==> config.mk <==
export PLATFORM = sky130hd
export DESIGN_NAME = ovs_output_voltage_setpoint_regs
export DESIGN_NICKNAME = d
export VERILOG_FILES = /design/src/ovs_pkg.sv /design/src/ovs_ref_ramp.sv /design/src/ovs_output_voltage_setpoint_regs.sv
export SDC_FILE = /design/constraint.sdc
export NUM_CORES = 1
export LEC_CHECK = 0
export BUFFER_PORTS_ARGS = -buffer_cell sky130_fd_sc_hd__buf_2
export CAP_MARGIN = 5
export CORE_MARGIN = 2
export CORE_UTILIZATION = 45
export DETAILED_ROUTE_END_ITERATION = 12
export MAX_ROUTING_LAYER = met4
export SETUP_SLACK_MARGIN = 0.2
export SYNTH_ARGS = -nofsm -noshare
export SYNTH_HDL_FRONTEND = slang
export SYNTH_SLANG_ARGS = --single-unit
export TNS_END_PERCENT = 100
==> constraint.sdc <==
create_clock -name sys_clk -period 8.8 [get_ports sys_clk]
set_input_delay 1.76 -clock sys_clk [delete_from_list [all_inputs] [get_ports sys_clk]]
set_output_delay 1.76 -clock sys_clk [all_outputs]
set_load 0.1 [all_outputs]
==> src/ovs_pkg.sv <==
// constants, types and conversion helpers for the output voltage setpoint registers
package ovs_pkg;

    // ==========================================================
    // command codes
    localparam logic [7:0]  CMD_FORMAT   = 8'h20;
    localparam logic [7:0]  CMD_SETPOINT = 8'h21;
    localparam logic [7:0]  CMD_OFFSET   = 8'h22;

    // ==========================================================
    // format selector fields
    localparam int          FMT_REL_BIT  = 7;
    localparam int          FMT_MODE_HI  = 6;
    localparam int          FMT_MODE_LO  = 5;
    localparam int          FMT_EXP_HI   = 4;
    localparam int          FMT_EXP_LO   = 0;
    localparam logic [1:0]  MODE_LINEAR  = 2'h0;
    // exponent -12 and -4 in five-bit two's complement
    localparam logic [4:0]  EXP_FINE     = 5'h14;
    localparam logic [4:0]  EXP_COARSE   = 5'h1C;
    // absolute, linear, exponent -12 until storage has been loaded
    localparam logic [7:0]  FORMAT_RST   = 8'h14;

    // ==========================================================
    // internal voltage scale: one lsb at exponent -12
    localparam int          FINE_W       = 25;
    localparam int          TRIM_NVM_W   = 8;
    localparam logic signed [FINE_W-1:0] TRIM_NVM_MAX = 25'sd127;
    localparam logic signed [FINE_W-1:0] TRIM_NVM_MIN = -25'sd128;
    localparam logic signed [FINE_W-1:0] S16_MAX      = 25'sd32767;
    localparam logic signed [FINE_W-1:0] S16_MIN      = -25'sd32768;

    // ==========================================================
    // timing
    localparam int          CLK_MHZ      = 50;
    localparam int          RAMP_TICK_NS = 1000;
    localparam int          RAMP_TICK_CYC = (RAMP_TICK_NS * CLK_MHZ) / 1000;

    typedef enum logic {
        OVS_ST_LOAD,
        OVS_ST_RUN
    } ovs_state_t;

    // ==========================================================
    // exponent helpers
    function automatic logic [3:0] exp_shift(input logic [4:0] e);
        logic [4:0] d;
        d = e - EXP_FINE;
        return d[3:0];
    endfunction

    function automatic logic exp_ok(input logic [4:0] e);
        return (e >= EXP_FINE) && (e <= EXP_COARSE);
    endfunction

    function automatic logic [FINE_W-1:0] u_to_fine(input logic [15:0] m, input logic [4:0] e);
        return {9'h000, m} << exp_shift(e);
    endfunction

    function automatic logic [15:0] u_from_fine(input logic [FINE_W-1:0] f,
                                                input logic [4:0] e);
        logic [FINE_W-1:0] q;
        q = f >> exp_shift(e);
        return (|q[FINE_W-1:16]) ? 16'hFFFF : q[15:0];
    endfunction

    function automatic logic signed [FINE_W-1:0] s_to_fine(input logic [15:0] m,
                                                           input logic [4:0] e);
        logic signed [FINE_W-1:0] x;
        x = {{9{m[15]}}, m};
        return x <<< exp_shift(e);
    endfunction

    function automatic logic [15:0] s_from_fine(input logic signed [FINE_W-1:0] f,
                                                input logic [4:0] e);
        logic signed [FINE_W-1:0] q;
        q = f >>> exp_shift(e);
        if (q > S16_MAX) begin
            return 16'h7FFF;
        end
        if (q < S16_MIN) begin
            return 16'h8000;
        end
        return q[15:0];
    endfunction

endpackage

==> src/ovs_ref_ramp.sv <==
// slew-limited reference that walks toward the target
`timescale 1ns/100ps
`default_nettype none

module ovs_ref_ramp #(
    parameter int TICK_CYC = ovs_pkg::RAMP_TICK_CYC
) (
    input  wire logic                          sys_clk,
    input  wire logic                          rst,
    input  wire logic [ovs_pkg::FINE_W-1:0]    target,
    input  wire logic [15:0]                   slew_step,
    output logic      [ovs_pkg::FINE_W-1:0]    reference_r,
    output logic                               ramp_busy
);
    localparam int CW = $clog2(TICK_CYC + 1);

    logic [CW-1:0]                 div_r;
    logic                          tick;
    logic [ovs_pkg::FINE_W-1:0]    step_w;
    logic [ovs_pkg::FINE_W-1:0]    gap;

    // ==========================================================
    // tick divider
    assign tick = (div_r == CW'(TICK_CYC - 1));

    always_ff @(posedge sys_clk) begin
        if (rst || tick) begin
            div_r <= '0;
        end else begin
            div_r <= div_r + 1'b1;
        end
    end

    // ==========================================================
    // one step per tick, never past the target
    assign step_w    = {9'h000, slew_step};
    assign gap       = (target > reference_r) ? target - reference_r : reference_r - target;
    assign ramp_busy = (target != reference_r);

    always_ff @(posedge sys_clk) begin
        if (rst) begin
            reference_r <= '0;
        end else if (tick && ramp_busy) begin
            if (gap <= step_w) begin
                reference_r <= target;
            end else if (target > reference_r) begin
                reference_r <= reference_r + step_w;
            end else begin
                reference_r <= reference_r - step_w;
            end
        end
    end

    // ==========================================================
    // checks
    property p_ramp_rate;
        @(posedge sys_clk) disable iff (rst)
        (reference_r > $past(reference_r)) |->
            (reference_r - $past(reference_r) <= {9'h000, $past(slew_step)});
    endproperty
    a_ramp_rate: assert property (p_ramp_rate) else $error("reference rose faster than slew");

    property p_ramp_fall;
        @(posedge sys_clk) disable iff (rst)
        (reference_r < $past(reference_r)) |->
            ($past(reference_r) - reference_r <= {9'h000, $past(slew_step)});
    endproperty
    a_ramp_fall: assert property (p_ramp_fall) else $error("reference fell faster than slew");

    c_ramp_done: cover property (@(posedge sys_clk) disable iff (rst)
        ramp_busy ##1 !ramp_busy);

endmodule

`default_nettype wire

==> src/ovs_output_voltage_setpoint_regs.sv <==
// format selector, setpoint and offset commands with boot value, clamping and ramp
`timescale 1ns/100ps
`default_nettype none

// How it works
// - format selector answers command 20h with single-byte write and read.
// - format selector writes are ignored while conversion is enabled.
// - format byte holds relative flag bit 7, mode 6:5, parameter 4:0.
// - bit 7 chooses absolute (0) or relative (1); read/write.
// - mode reads 00 linear; any other written mode is rejected.
// - parameter is a two's-complement exponent limited to -12 through -4.
// - a format change rescales stored setpoint, offset and boot value.
// - voltage writes decode with the exponent in force at that moment.
// - setpoint is a 16-bit word register at command 21h.
// - setpoint and offset are always absolute, relative flag ignored.
// - target changes reach the reference through a slew-limited ramp.
// - reset pin, when enabled, returns setpoint to the boot voltage.
// - boot default comes from storage or voltage select pin per select bit.
// - boot voltage is held apart from the live setpoint.
// - after a fault, keep setpoint or reload default per reload bit.
// - setpoint plus offset clamps to limits; a clamped write raises a limit warning.
// - offset is a signed 16-bit word at command 22h added to setpoint.
// - offset backup is 8 bits at exponent -12, saturated to -128..127.
module ovs_output_voltage_setpoint_regs #(
    parameter int RAMP_TICK_CYC = ovs_pkg::RAMP_TICK_CYC
) (
    input  wire logic                          sys_clk,
    input  wire logic                          rst,
    input  wire logic                          cmd_valid,
    input  wire logic                          cmd_write,
    input  wire logic                          cmd_word,
    input  wire logic [7:0]                    cmd_code,
    input  wire logic [15:0]                   cmd_wdata,
    output logic                               cmd_ack,
    output logic                               cmd_error,
    output logic      [15:0]                   cmd_rdata,
    input  wire logic                          conversion_enabled,
    input  wire logic                          default_source_select,
    input  wire logic                          reload_on_fault_bit,
    input  wire logic                          reset_pin_enabled,
    input  wire logic                          power_good_or_reset_pin_n,
    input  wire logic                          fault_hiccup,
    input  wire logic                          restore_user_all,
    input  wire logic [7:0]                    nvm_format,
    input  wire logic [15:0]                   nvm_setpoint,
    input  wire logic [7:0]                    nvm_trim,
    input  wire logic [15:0]                   voltage_select_pin_value,
    input  wire logic [ovs_pkg::FINE_W-1:0]    vout_max_fine,
    input  wire logic [ovs_pkg::FINE_W-1:0]    vout_min_fine,
    input  wire logic [15:0]                   slew_step,
    output logic      [15:0]                   boot_voltage,
    output logic      [7:0]                    trim_nvm_backup,
    output logic      [ovs_pkg::FINE_W-1:0]    target_fine,
    output logic      [ovs_pkg::FINE_W-1:0]    reference_fine,
    output logic                               ramp_busy,
    output logic                               limit_warning,
    output logic                               limit_clamped
);
    ovs_pkg::ovs_state_t            state_r;
    logic [7:0]                     fmt_r;
    logic [15:0]                    sp_r;
    logic [15:0]                    trim_r;
    logic [15:0]                    boot_r;
    logic [15:0]                    rdata_r;
    logic                           ack_r;
    logic                           err_r;
    logic [1:0]                     upd_r;
    logic                           warn_r;
    logic                           clamp_r;
    logic [ovs_pkg::FINE_W-1:0]     target_r;
    logic [7:0]                     backup_r;

    logic                           run;
    logic                           boot_load;
    logic [15:0]                    boot_src;
    logic [4:0]                     load_exp;
    logic [4:0]                     cur_exp;
    logic [4:0]                     new_exp;
    logic                           is_fmt;
    logic                           is_sp;
    logic                           is_trim;
    logic                           wr_fmt;
    logic                           wr_sp;
    logic                           wr_trim;
    logic                           rd_ok;
    logic                           ext_rst_evt;
    logic                           fault_evt;
    logic signed [ovs_pkg::FINE_W:0] sum;
    logic signed [ovs_pkg::FINE_W-1:0] trim_fine;

    // ==========================================================
    // command decode
    assign run      = (state_r == ovs_pkg::OVS_ST_RUN);
    assign cur_exp  = fmt_r[ovs_pkg::FMT_EXP_HI:ovs_pkg::FMT_EXP_LO];
    assign new_exp  = cmd_wdata[ovs_pkg::FMT_EXP_HI:ovs_pkg::FMT_EXP_LO];
    assign is_fmt   = (cmd_code == ovs_pkg::CMD_FORMAT) && !cmd_word;
    assign is_sp    = (cmd_code == ovs_pkg::CMD_SETPOINT) && cmd_word;
    assign is_trim  = (cmd_code == ovs_pkg::CMD_OFFSET) && cmd_word;
    assign wr_fmt   = run && cmd_valid && cmd_write && is_fmt && !conversion_enabled
                      && (cmd_wdata[ovs_pkg::FMT_MODE_HI:ovs_pkg::FMT_MODE_LO]
                          == ovs_pkg::MODE_LINEAR)
                      && ovs_pkg::exp_ok(new_exp);
    assign wr_sp    = run && cmd_valid && cmd_write && is_sp;
    assign wr_trim  = run && cmd_valid && cmd_write && is_trim;
    assign rd_ok    = run && cmd_valid && !cmd_write && (is_fmt || is_sp || is_trim);

    // ==========================================================
    // boot source and events
    assign boot_load   = !run || restore_user_all;
    assign boot_src    = default_source_select ? voltage_select_pin_value : nvm_setpoint;
    assign load_exp    = ovs_pkg::exp_ok(nvm_format[ovs_pkg::FMT_EXP_HI:ovs_pkg::FMT_EXP_LO])
                         ? nvm_format[ovs_pkg::FMT_EXP_HI:ovs_pkg::FMT_EXP_LO]
                         : ovs_pkg::FORMAT_RST[ovs_pkg::FMT_EXP_HI:ovs_pkg::FMT_EXP_LO];
    assign ext_rst_evt = reset_pin_enabled && !power_good_or_reset_pin_n;
    assign fault_evt   = fault_hiccup && reload_on_fault_bit;

    always_ff @(posedge sys_clk) begin
        if (rst) begin
            state_r <= ovs_pkg::OVS_ST_LOAD;
        end else begin
            state_r <= ovs_pkg::OVS_ST_RUN;
        end
    end

    // ==========================================================
    // format selector
    always_ff @(posedge sys_clk) begin
        if (rst) begin
            fmt_r <= ovs_pkg::FORMAT_RST;
        end else if (boot_load) begin
            fmt_r <= {nvm_format[ovs_pkg::FMT_REL_BIT], ovs_pkg::MODE_LINEAR, load_exp};
        end else if (wr_fmt) begin
            fmt_r <= {cmd_wdata[ovs_pkg::FMT_REL_BIT], ovs_pkg::MODE_LINEAR, new_exp};
        end
    end

    // ==========================================================
    // boot voltage, kept apart from the setpoint
    always_ff @(posedge sys_clk) begin
        if (rst) begin
            boot_r <= '0;
        end else if (boot_load) begin
            boot_r <= ovs_pkg::u_from_fine({9'h000, boot_src}, load_exp);
        end else if (wr_fmt) begin
            boot_r <= ovs_pkg::u_from_fine(ovs_pkg::u_to_fine(boot_r, cur_exp), new_exp);
        end
    end

    // ==========================================================
    // setpoint
    always_ff @(posedge sys_clk) begin
        if (rst) begin
            sp_r <= '0;
        end else if (boot_load) begin
            sp_r <= ovs_pkg::u_from_fine({9'h000, boot_src}, load_exp);
        end else if (ext_rst_evt) begin
            sp_r <= boot_r;
        end else if (fault_evt) begin
            sp_r <= ovs_pkg::u_from_fine({9'h000, boot_src}, cur_exp);
        end else if (wr_fmt) begin
            sp_r <= ovs_pkg::u_from_fine(ovs_pkg::u_to_fine(sp_r, cur_exp), new_exp);
        end else if (wr_sp) begin
            sp_r <= cmd_wdata;
        end
    end

    // ==========================================================
    // offset
    always_ff @(posedge sys_clk) begin
        if (rst) begin
            trim_r <= '0;
        end else if (boot_load) begin
            trim_r <= ovs_pkg::s_from_fine({{17{nvm_trim[7]}}, nvm_trim}, load_exp);
        end else if (wr_fmt) begin
            trim_r <= ovs_pkg::s_from_fine(ovs_pkg::s_to_fine(trim_r, cur_exp), new_exp);
        end else if (wr_trim) begin
            trim_r <= cmd_wdata;
        end
    end

    // backup copy at exponent -12, saturated to eight bits
    assign trim_fine = ovs_pkg::s_to_fine(trim_r, cur_exp);

    always_ff @(posedge sys_clk) begin
        if (rst) begin
            backup_r <= '0;
        end else if (trim_fine > ovs_pkg::TRIM_NVM_MAX) begin
            backup_r <= ovs_pkg::TRIM_NVM_MAX[7:0];
        end else if (trim_fine < ovs_pkg::TRIM_NVM_MIN) begin
            backup_r <= ovs_pkg::TRIM_NVM_MIN[7:0];
        end else begin
            backup_r <= trim_fine[7:0];
        end
    end

    // ==========================================================
    // target: setpoint plus signed offset, clamped to the limits
    assign sum = $signed({1'b0, ovs_pkg::u_to_fine(sp_r, cur_exp)})
                 + {trim_fine[ovs_pkg::FINE_W-1], trim_fine};

    always_ff @(posedge sys_clk) begin
        if (rst) begin
            target_r <= '0;
            clamp_r  <= 1'b0;
        end else if (sum > $signed({1'b0, vout_max_fine})) begin
            target_r <= vout_max_fine;
            clamp_r  <= 1'b1;
        end else if (sum < $signed({1'b0, vout_min_fine})) begin
            target_r <= vout_min_fine;
            clamp_r  <= 1'b1;
        end else begin
            target_r <= sum[ovs_pkg::FINE_W-1:0];
            clamp_r  <= 1'b0;
        end
    end

    // warning pulses once when a voltage write lands outside the limits
    always_ff @(posedge sys_clk) begin
        if (rst) begin
            upd_r  <= '0;
            warn_r <= 1'b0;
        end else begin
            // two stages: clamp_r settles one cycle after the register write
            upd_r  <= {upd_r[0], wr_sp || wr_trim || wr_fmt};
            warn_r <= upd_r[1] && clamp_r;
        end
    end

    ovs_ref_ramp #(
        .TICK_CYC (RAMP_TICK_CYC)
    ) u_ramp (
        .sys_clk     (sys_clk),
        .rst         (rst),
        .target      (target_r),
        .slew_step   (slew_step),
        .reference_r (reference_fine),
        .ramp_busy   (ramp_busy)
    );

    // ==========================================================
    // command answer, one cycle after the request
    always_ff @(posedge sys_clk) begin
        if (rst) begin
            ack_r   <= 1'b0;
            err_r   <= 1'b0;
            rdata_r <= '0;
        end else begin
            ack_r <= cmd_valid;
            err_r <= cmd_valid && !(rd_ok || wr_fmt || wr_sp || wr_trim);
            if (rd_ok) begin
                case (cmd_code)
                    ovs_pkg::CMD_FORMAT:   rdata_r <= {8'h00, fmt_r};
                    ovs_pkg::CMD_SETPOINT: rdata_r <= sp_r;
                    ovs_pkg::CMD_OFFSET:   rdata_r <= trim_r;
                    default:               rdata_r <= '0;
                endcase
            end
        end
    end

    assign cmd_ack         = ack_r;
    assign cmd_error       = err_r;
    assign cmd_rdata       = rdata_r;
    assign boot_voltage    = boot_r;
    assign trim_nvm_backup = backup_r;
    assign target_fine     = target_r;
    assign limit_warning   = warn_r;
    assign limit_clamped   = clamp_r;

    // ==========================================================
    // checks
    property p_fmt_locked;
        @(posedge sys_clk) disable iff (rst)
        (run && !restore_user_all && cmd_valid && cmd_write && is_fmt && conversion_enabled)
            |=> $stable(fmt_r) && cmd_error;
    endproperty
    a_fmt_locked: assert property (p_fmt_locked) else $error("format changed while enabled");

    property p_mode_linear;
        @(posedge sys_clk) disable iff (rst)
        fmt_r[ovs_pkg::FMT_MODE_HI:ovs_pkg::FMT_MODE_LO] == ovs_pkg::MODE_LINEAR
            && ovs_pkg::exp_ok(cur_exp);
    endproperty
    a_mode_linear: assert property (p_mode_linear) else $error("bad mode or exponent held");

    property p_fmt_read;
        @(posedge sys_clk) disable iff (rst)
        (rd_ok && is_fmt) |=> cmd_ack && !cmd_error && cmd_rdata == {8'h00, $past(fmt_r)};
    endproperty
    a_fmt_read: assert property (p_fmt_read) else $error("format read mismatch");

    property p_sp_write;
        @(posedge sys_clk) disable iff (rst)
        (wr_sp && !boot_load && !ext_rst_evt && !fault_evt) |=> sp_r == $past(cmd_wdata);
    endproperty
    a_sp_write: assert property (p_sp_write) else $error("setpoint write lost");

    property p_rel_only;
        @(posedge sys_clk) disable iff (rst)
        (wr_fmt && new_exp == cur_exp && !boot_load && !ext_rst_evt && !fault_evt)
            |=> $stable(sp_r) && $stable(trim_r);
    endproperty
    a_rel_only: assert property (p_rel_only) else $error("relative flag moved setpoint");

    property p_ext_reset;
        @(posedge sys_clk) disable iff (rst)
        (run && !restore_user_all && ext_rst_evt) |=> sp_r == $past(boot_r);
    endproperty
    a_ext_reset: assert property (p_ext_reset) else $error("reset pin did not restore boot");

    property p_fault_keep;
        @(posedge sys_clk) disable iff (rst)
        (run && fault_hiccup && !reload_on_fault_bit && !restore_user_all && !ext_rst_evt
         && !wr_fmt && !wr_sp) |=> $stable(sp_r);
    endproperty
    a_fault_keep: assert property (p_fault_keep) else $error("setpoint lost in hiccup");

    property p_clamp;
        @(posedge sys_clk) disable iff (rst)
        !$past(rst) |-> (target_r <= $past(vout_max_fine)
            || $past(vout_min_fine) > $past(vout_max_fine));
    endproperty
    a_clamp: assert property (p_clamp) else $error("target above upper limit");

    property p_warn;
        @(posedge sys_clk) disable iff (rst)
        (wr_sp || wr_trim) ##2 clamp_r |=> limit_warning;
    endproperty
    a_warn: assert property (p_warn) else $error("limit warning missing");

    c_sp_write:  cover property (@(posedge sys_clk) disable iff (rst) wr_sp ##3 limit_warning);
    c_fmt_write: cover property (@(posedge sys_clk) disable iff (rst) wr_fmt);
    c_ext_reset: cover property (@(posedge sys_clk) disable iff (rst) run && ext_rst_evt);

endmodule

`default_nettype wire

==> qor.yml <==
critical_path:
  crit_arrival_ps: 7730
  critical_path_class: "register to register"
  rr_worst_depth: 24
  max_stage_delay_ps: 790
  worstPathRequired_ps: 9180
  start_kind: "register"
  end_kind: "register"
  path_max_fanout: 46
  path_cells: "mux2i_1 -> or2_2 -> nor2_1 -> ha_1 -> a21oi_1 -> o211ai_1 -> a211oi_1 -> o41ai_2 -> a2111oi_0 -> o21a_1 -> o21ai_0 -> a21o_1 -> a21o_1 -> xor2_1 -> ha_1 -> nand4_1 -> nor4_1 -> a41o_1 -> a21oi_1 -> o21a_1 -> nand2_1 -> buf_4 -> nor2_1 -> a311oi_1"
  cp_slowest_cell: "dfxtp_4"
detailed_routing:
  wire_per_inst_um: 24.7
  via_per_inst: 6.41
  drtIter0Drc: 2160
  drc: 0
  drt-total-wl_mm: 90.0
  drt_first_pass_iters: 6
  vias: 23300
  antenna_left: 0
flow_run:
  max_cap_violations: 0
synthesis:
  syn_nets: 3236
  yosys_warnings: 0
  synth_xor_area_share_pct: 3.60
  synth_simple_gate_area_share_pct: 20.2
  yosysTopAreaCell: "dfxtp_1"
  yosysSeqAreaShare_pct: 13.3
  synth_cells: 2919
  synth_adder_area_share_pct: 10.1
  synth.mux.area_fraction_pct: 16.7
  ys_ff_latch: 141
  synth_top_family_by_area: "compound AO/OA/AOI/OAI gates"
  avgSynthCellArea_um2: 7.25
  synthFlopType: "dfxtp_1"
  synth_area_leaders: "dfxtp_1, ha_1, mux2i_1"
  synth.distinct_cells: 89
  async_reset_ff_share_pct: 0
  syn_area_mm2: 0.0212
  synth_edf_count: 0
  synth_top_area_share_pct: 13.3
  synth-compound-area-share_pct: 29.1
clock_network:
  cts_tree: "done"
  post_cts_resized: 0
  clk_pin_slew_ps: 70
  cts_setup_buffers: 0
  clk_latency_ps: 500
  cts_buffer_depth: 2
  hold_buffers: 0
  cts-htree-levels: 4
  cts_root_buf: "clkbuf_16"
  numCtsBuffers: 17
  cts.sinks: 141
outcome:
  status: "complete, no violations"
grt:
  grt_pass1_wl_mm: 135
  grt.overflow.total: 0
  antenna_found_initial: 0
  grt_max_degree: 97
  track_usage_pct: 36.7
  grt_pass1_vias: 21900
finish:
  diodes: 0
  drive_gt1_share_pct: 16.2
  finalNetCount: 3335
  stdcell_count: 3638
  syn_to_final_growth_pct: 9.73
  fillers: 4730
die:
  start_util_pct: 45.6
  pin_count: 245
  dieArea_mm2: 0.0488
  coreArea_mm2: 0.0465
  dieHeight_um: 221
  num_rows: 79
  die_w_um: 221
sta:
  setup_viol: 0
  drv_slew: 0
  tightest_slew_ps: 1080
  slew_headroom_pct: 27.7
  fin_skew_ps: 17.9
  final-hold-violation-count: 0
  fmax_mhz: 136
  setup-tns-final_ps: 0
  rsz0062_at_grt: "false"
  finalCriticalPeriod_ps: 7360
  finalCritPeriodShare_pct: 83.6
pwr:
  comb_power_share_pct: 63.8
  ir_drop_v: 0.000186
  p_int_w: 0.00207
  p_sw_share_pct: 52.9
  p_switching_w: 0.00232
  power.density_mw_per_mm2: 189
  leakagePower_nw: 10.3
  clock_power_share_pct: 17.4
  seqPwrFrac_pct: 18.8
placed_design:
  dpl.hpwl_mm: 70.6
  dp_cells: 3606
  gp_congestion: 0.995
  portBuffers: 242
min_path:
  min_path_type: "register to register"
  hold_path_depth: 1
==> power by group through the flow <==
stage               clock network [W]  registers [W]  logic [W]
floorplan                           0        0.00101    0.00178
global placement                    0       0.000832    0.00271
detailed placement                  0       0.000835    0.00273
CTS                          0.000773       0.000820    0.00275
global route                 0.000800       0.000824    0.00302
finish                       0.000764       0.000825    0.00280
==> final timing paths <==
check	startpoint	to	slack [ps]
max	fmt_r[0]$_SDFFE_PP0P_	target_fine[18]$_SDFF_PP0_	1440
min reg2reg	fmt_r[4]$_SDFFE_PP1P_	fmt_r[4]$_SDFFE_PP1P_	470
max reg2reg	fmt_r[0]$_SDFFE_PP0P_	target_fine[18]$_SDFF_PP0_	1440
min	fmt_r[4]$_SDFFE_PP1P_	fmt_r[4]$_SDFFE_PP1P_	470
==> cells in the mapped netlist, types with 18 or more instances <==
master / count
dfxtp_1: 141
o21a_1: 22
a21o_1: 72
clkbuf_1: 138
nand2b_1: 22
o211ai_1: 32
xnor2_1: 63
nand2_1: 281
a31oi_1: 49
ha_1: 163
nor2b_1: 25
o22ai_1: 20
nor4_1: 21
inv_1: 157
and2_1: 23
xor2_1: 24
a21oi_1: 244
a211oi_1: 68
o31ai_1: 18
mux2i_1: 149
a22oi_1: 20
mux4_2: 61
buf_2: 23
mux2_2: 58
nor2_1: 320
and3_1: 20
nand4_1: 35
buf_1: 33
o21ai_0: 223
nor3_1: 59
nand3_1: 75
==> cells in the final DEF (no fill, tap or decap), types with 63 or more instances in the layout <==
cell	n
nor2_1	319
inv_1	156
ha_1	162
o21ai_0	223
nand2_1	281
mux2i_1	149
dfxtp_1	137
nand3_1	75
a211oi_1	68
a21o_1	72
buf_2	240
a21oi_1	244
xnor2_1	63
==> cells by family after synthesis <==
| logic type | Yosys count |
|---|---|
| mux | 269 |
| compound gates | 947 |
| fa+ha+maj | 168 |
| flops | 141 |
| xor+xnor | 87 |
| simple gates | 940 |
| buf+inv | 367 |
==> layout make-up <==
class,instances,area [um^2],share of cell area [%]
clock buffers,18,450,1.94
inverters,162,608,2.62
flip-flops and latches,141,2840,12.2
multi-input cells,2411,16900,72.7
well taps,607,759,3.27
repair buffers,285,1540,6.63
clock inverters,14,139,0.598
==> per-stage QoR <==
step	utilization, %	power, W	area, um^2	setup WS (ps)	hold WS (ps)
finish	50.0	0.00439	23200	1440	466
global placement	48.7	0.00354	22600	1610	431
global route	50.0	0.00464	23200	813	476
floorplan	-	0.00280	21200	2260	414
CTS	50.0	0.00434	23200	1430	469
detailed placement	48.7	0.00357	22600	1470	452
==> routing by layer <==
metal | track usage (%) | vias up | share of wire, %
li1 | - | 11000 | -
met1 | 43.9 | 11100 | 41
met2 | 59.9 | 1017 | 47
met3 | 4.44 | 214 | 5.9
met4 | 20.6 | 0 | 6.2
met5 | - | - | 0
==> flip-flops by register name, indices dropped and copies added, names as in the netlist <==
name	count
u_ramp.reference_r	25
u_ramp.div_r	6
cmd_rdata	16
trim_nvm_backup	8
fmt_r	6
limit_clamped	1
upd_r	2
target_fine	25
boot_voltage	16
cmd_ack	1
cmd_error	1
trim_r	16
run	1
sp_r	16
limit_warning	1
==> worst max-delay path, delay by kind of cell, from the launching register on <==
kind / cells / cell delay, ps
compound gates: 13 / 3170
xor+xnor: 1 / 330
fa+ha+maj: 2 / 540
buf+inv: 1 / 390
flops: 1 / 790
mux: 1 / 210
simple gates: 6 / 1740
(Power assumes the default switching activity.)
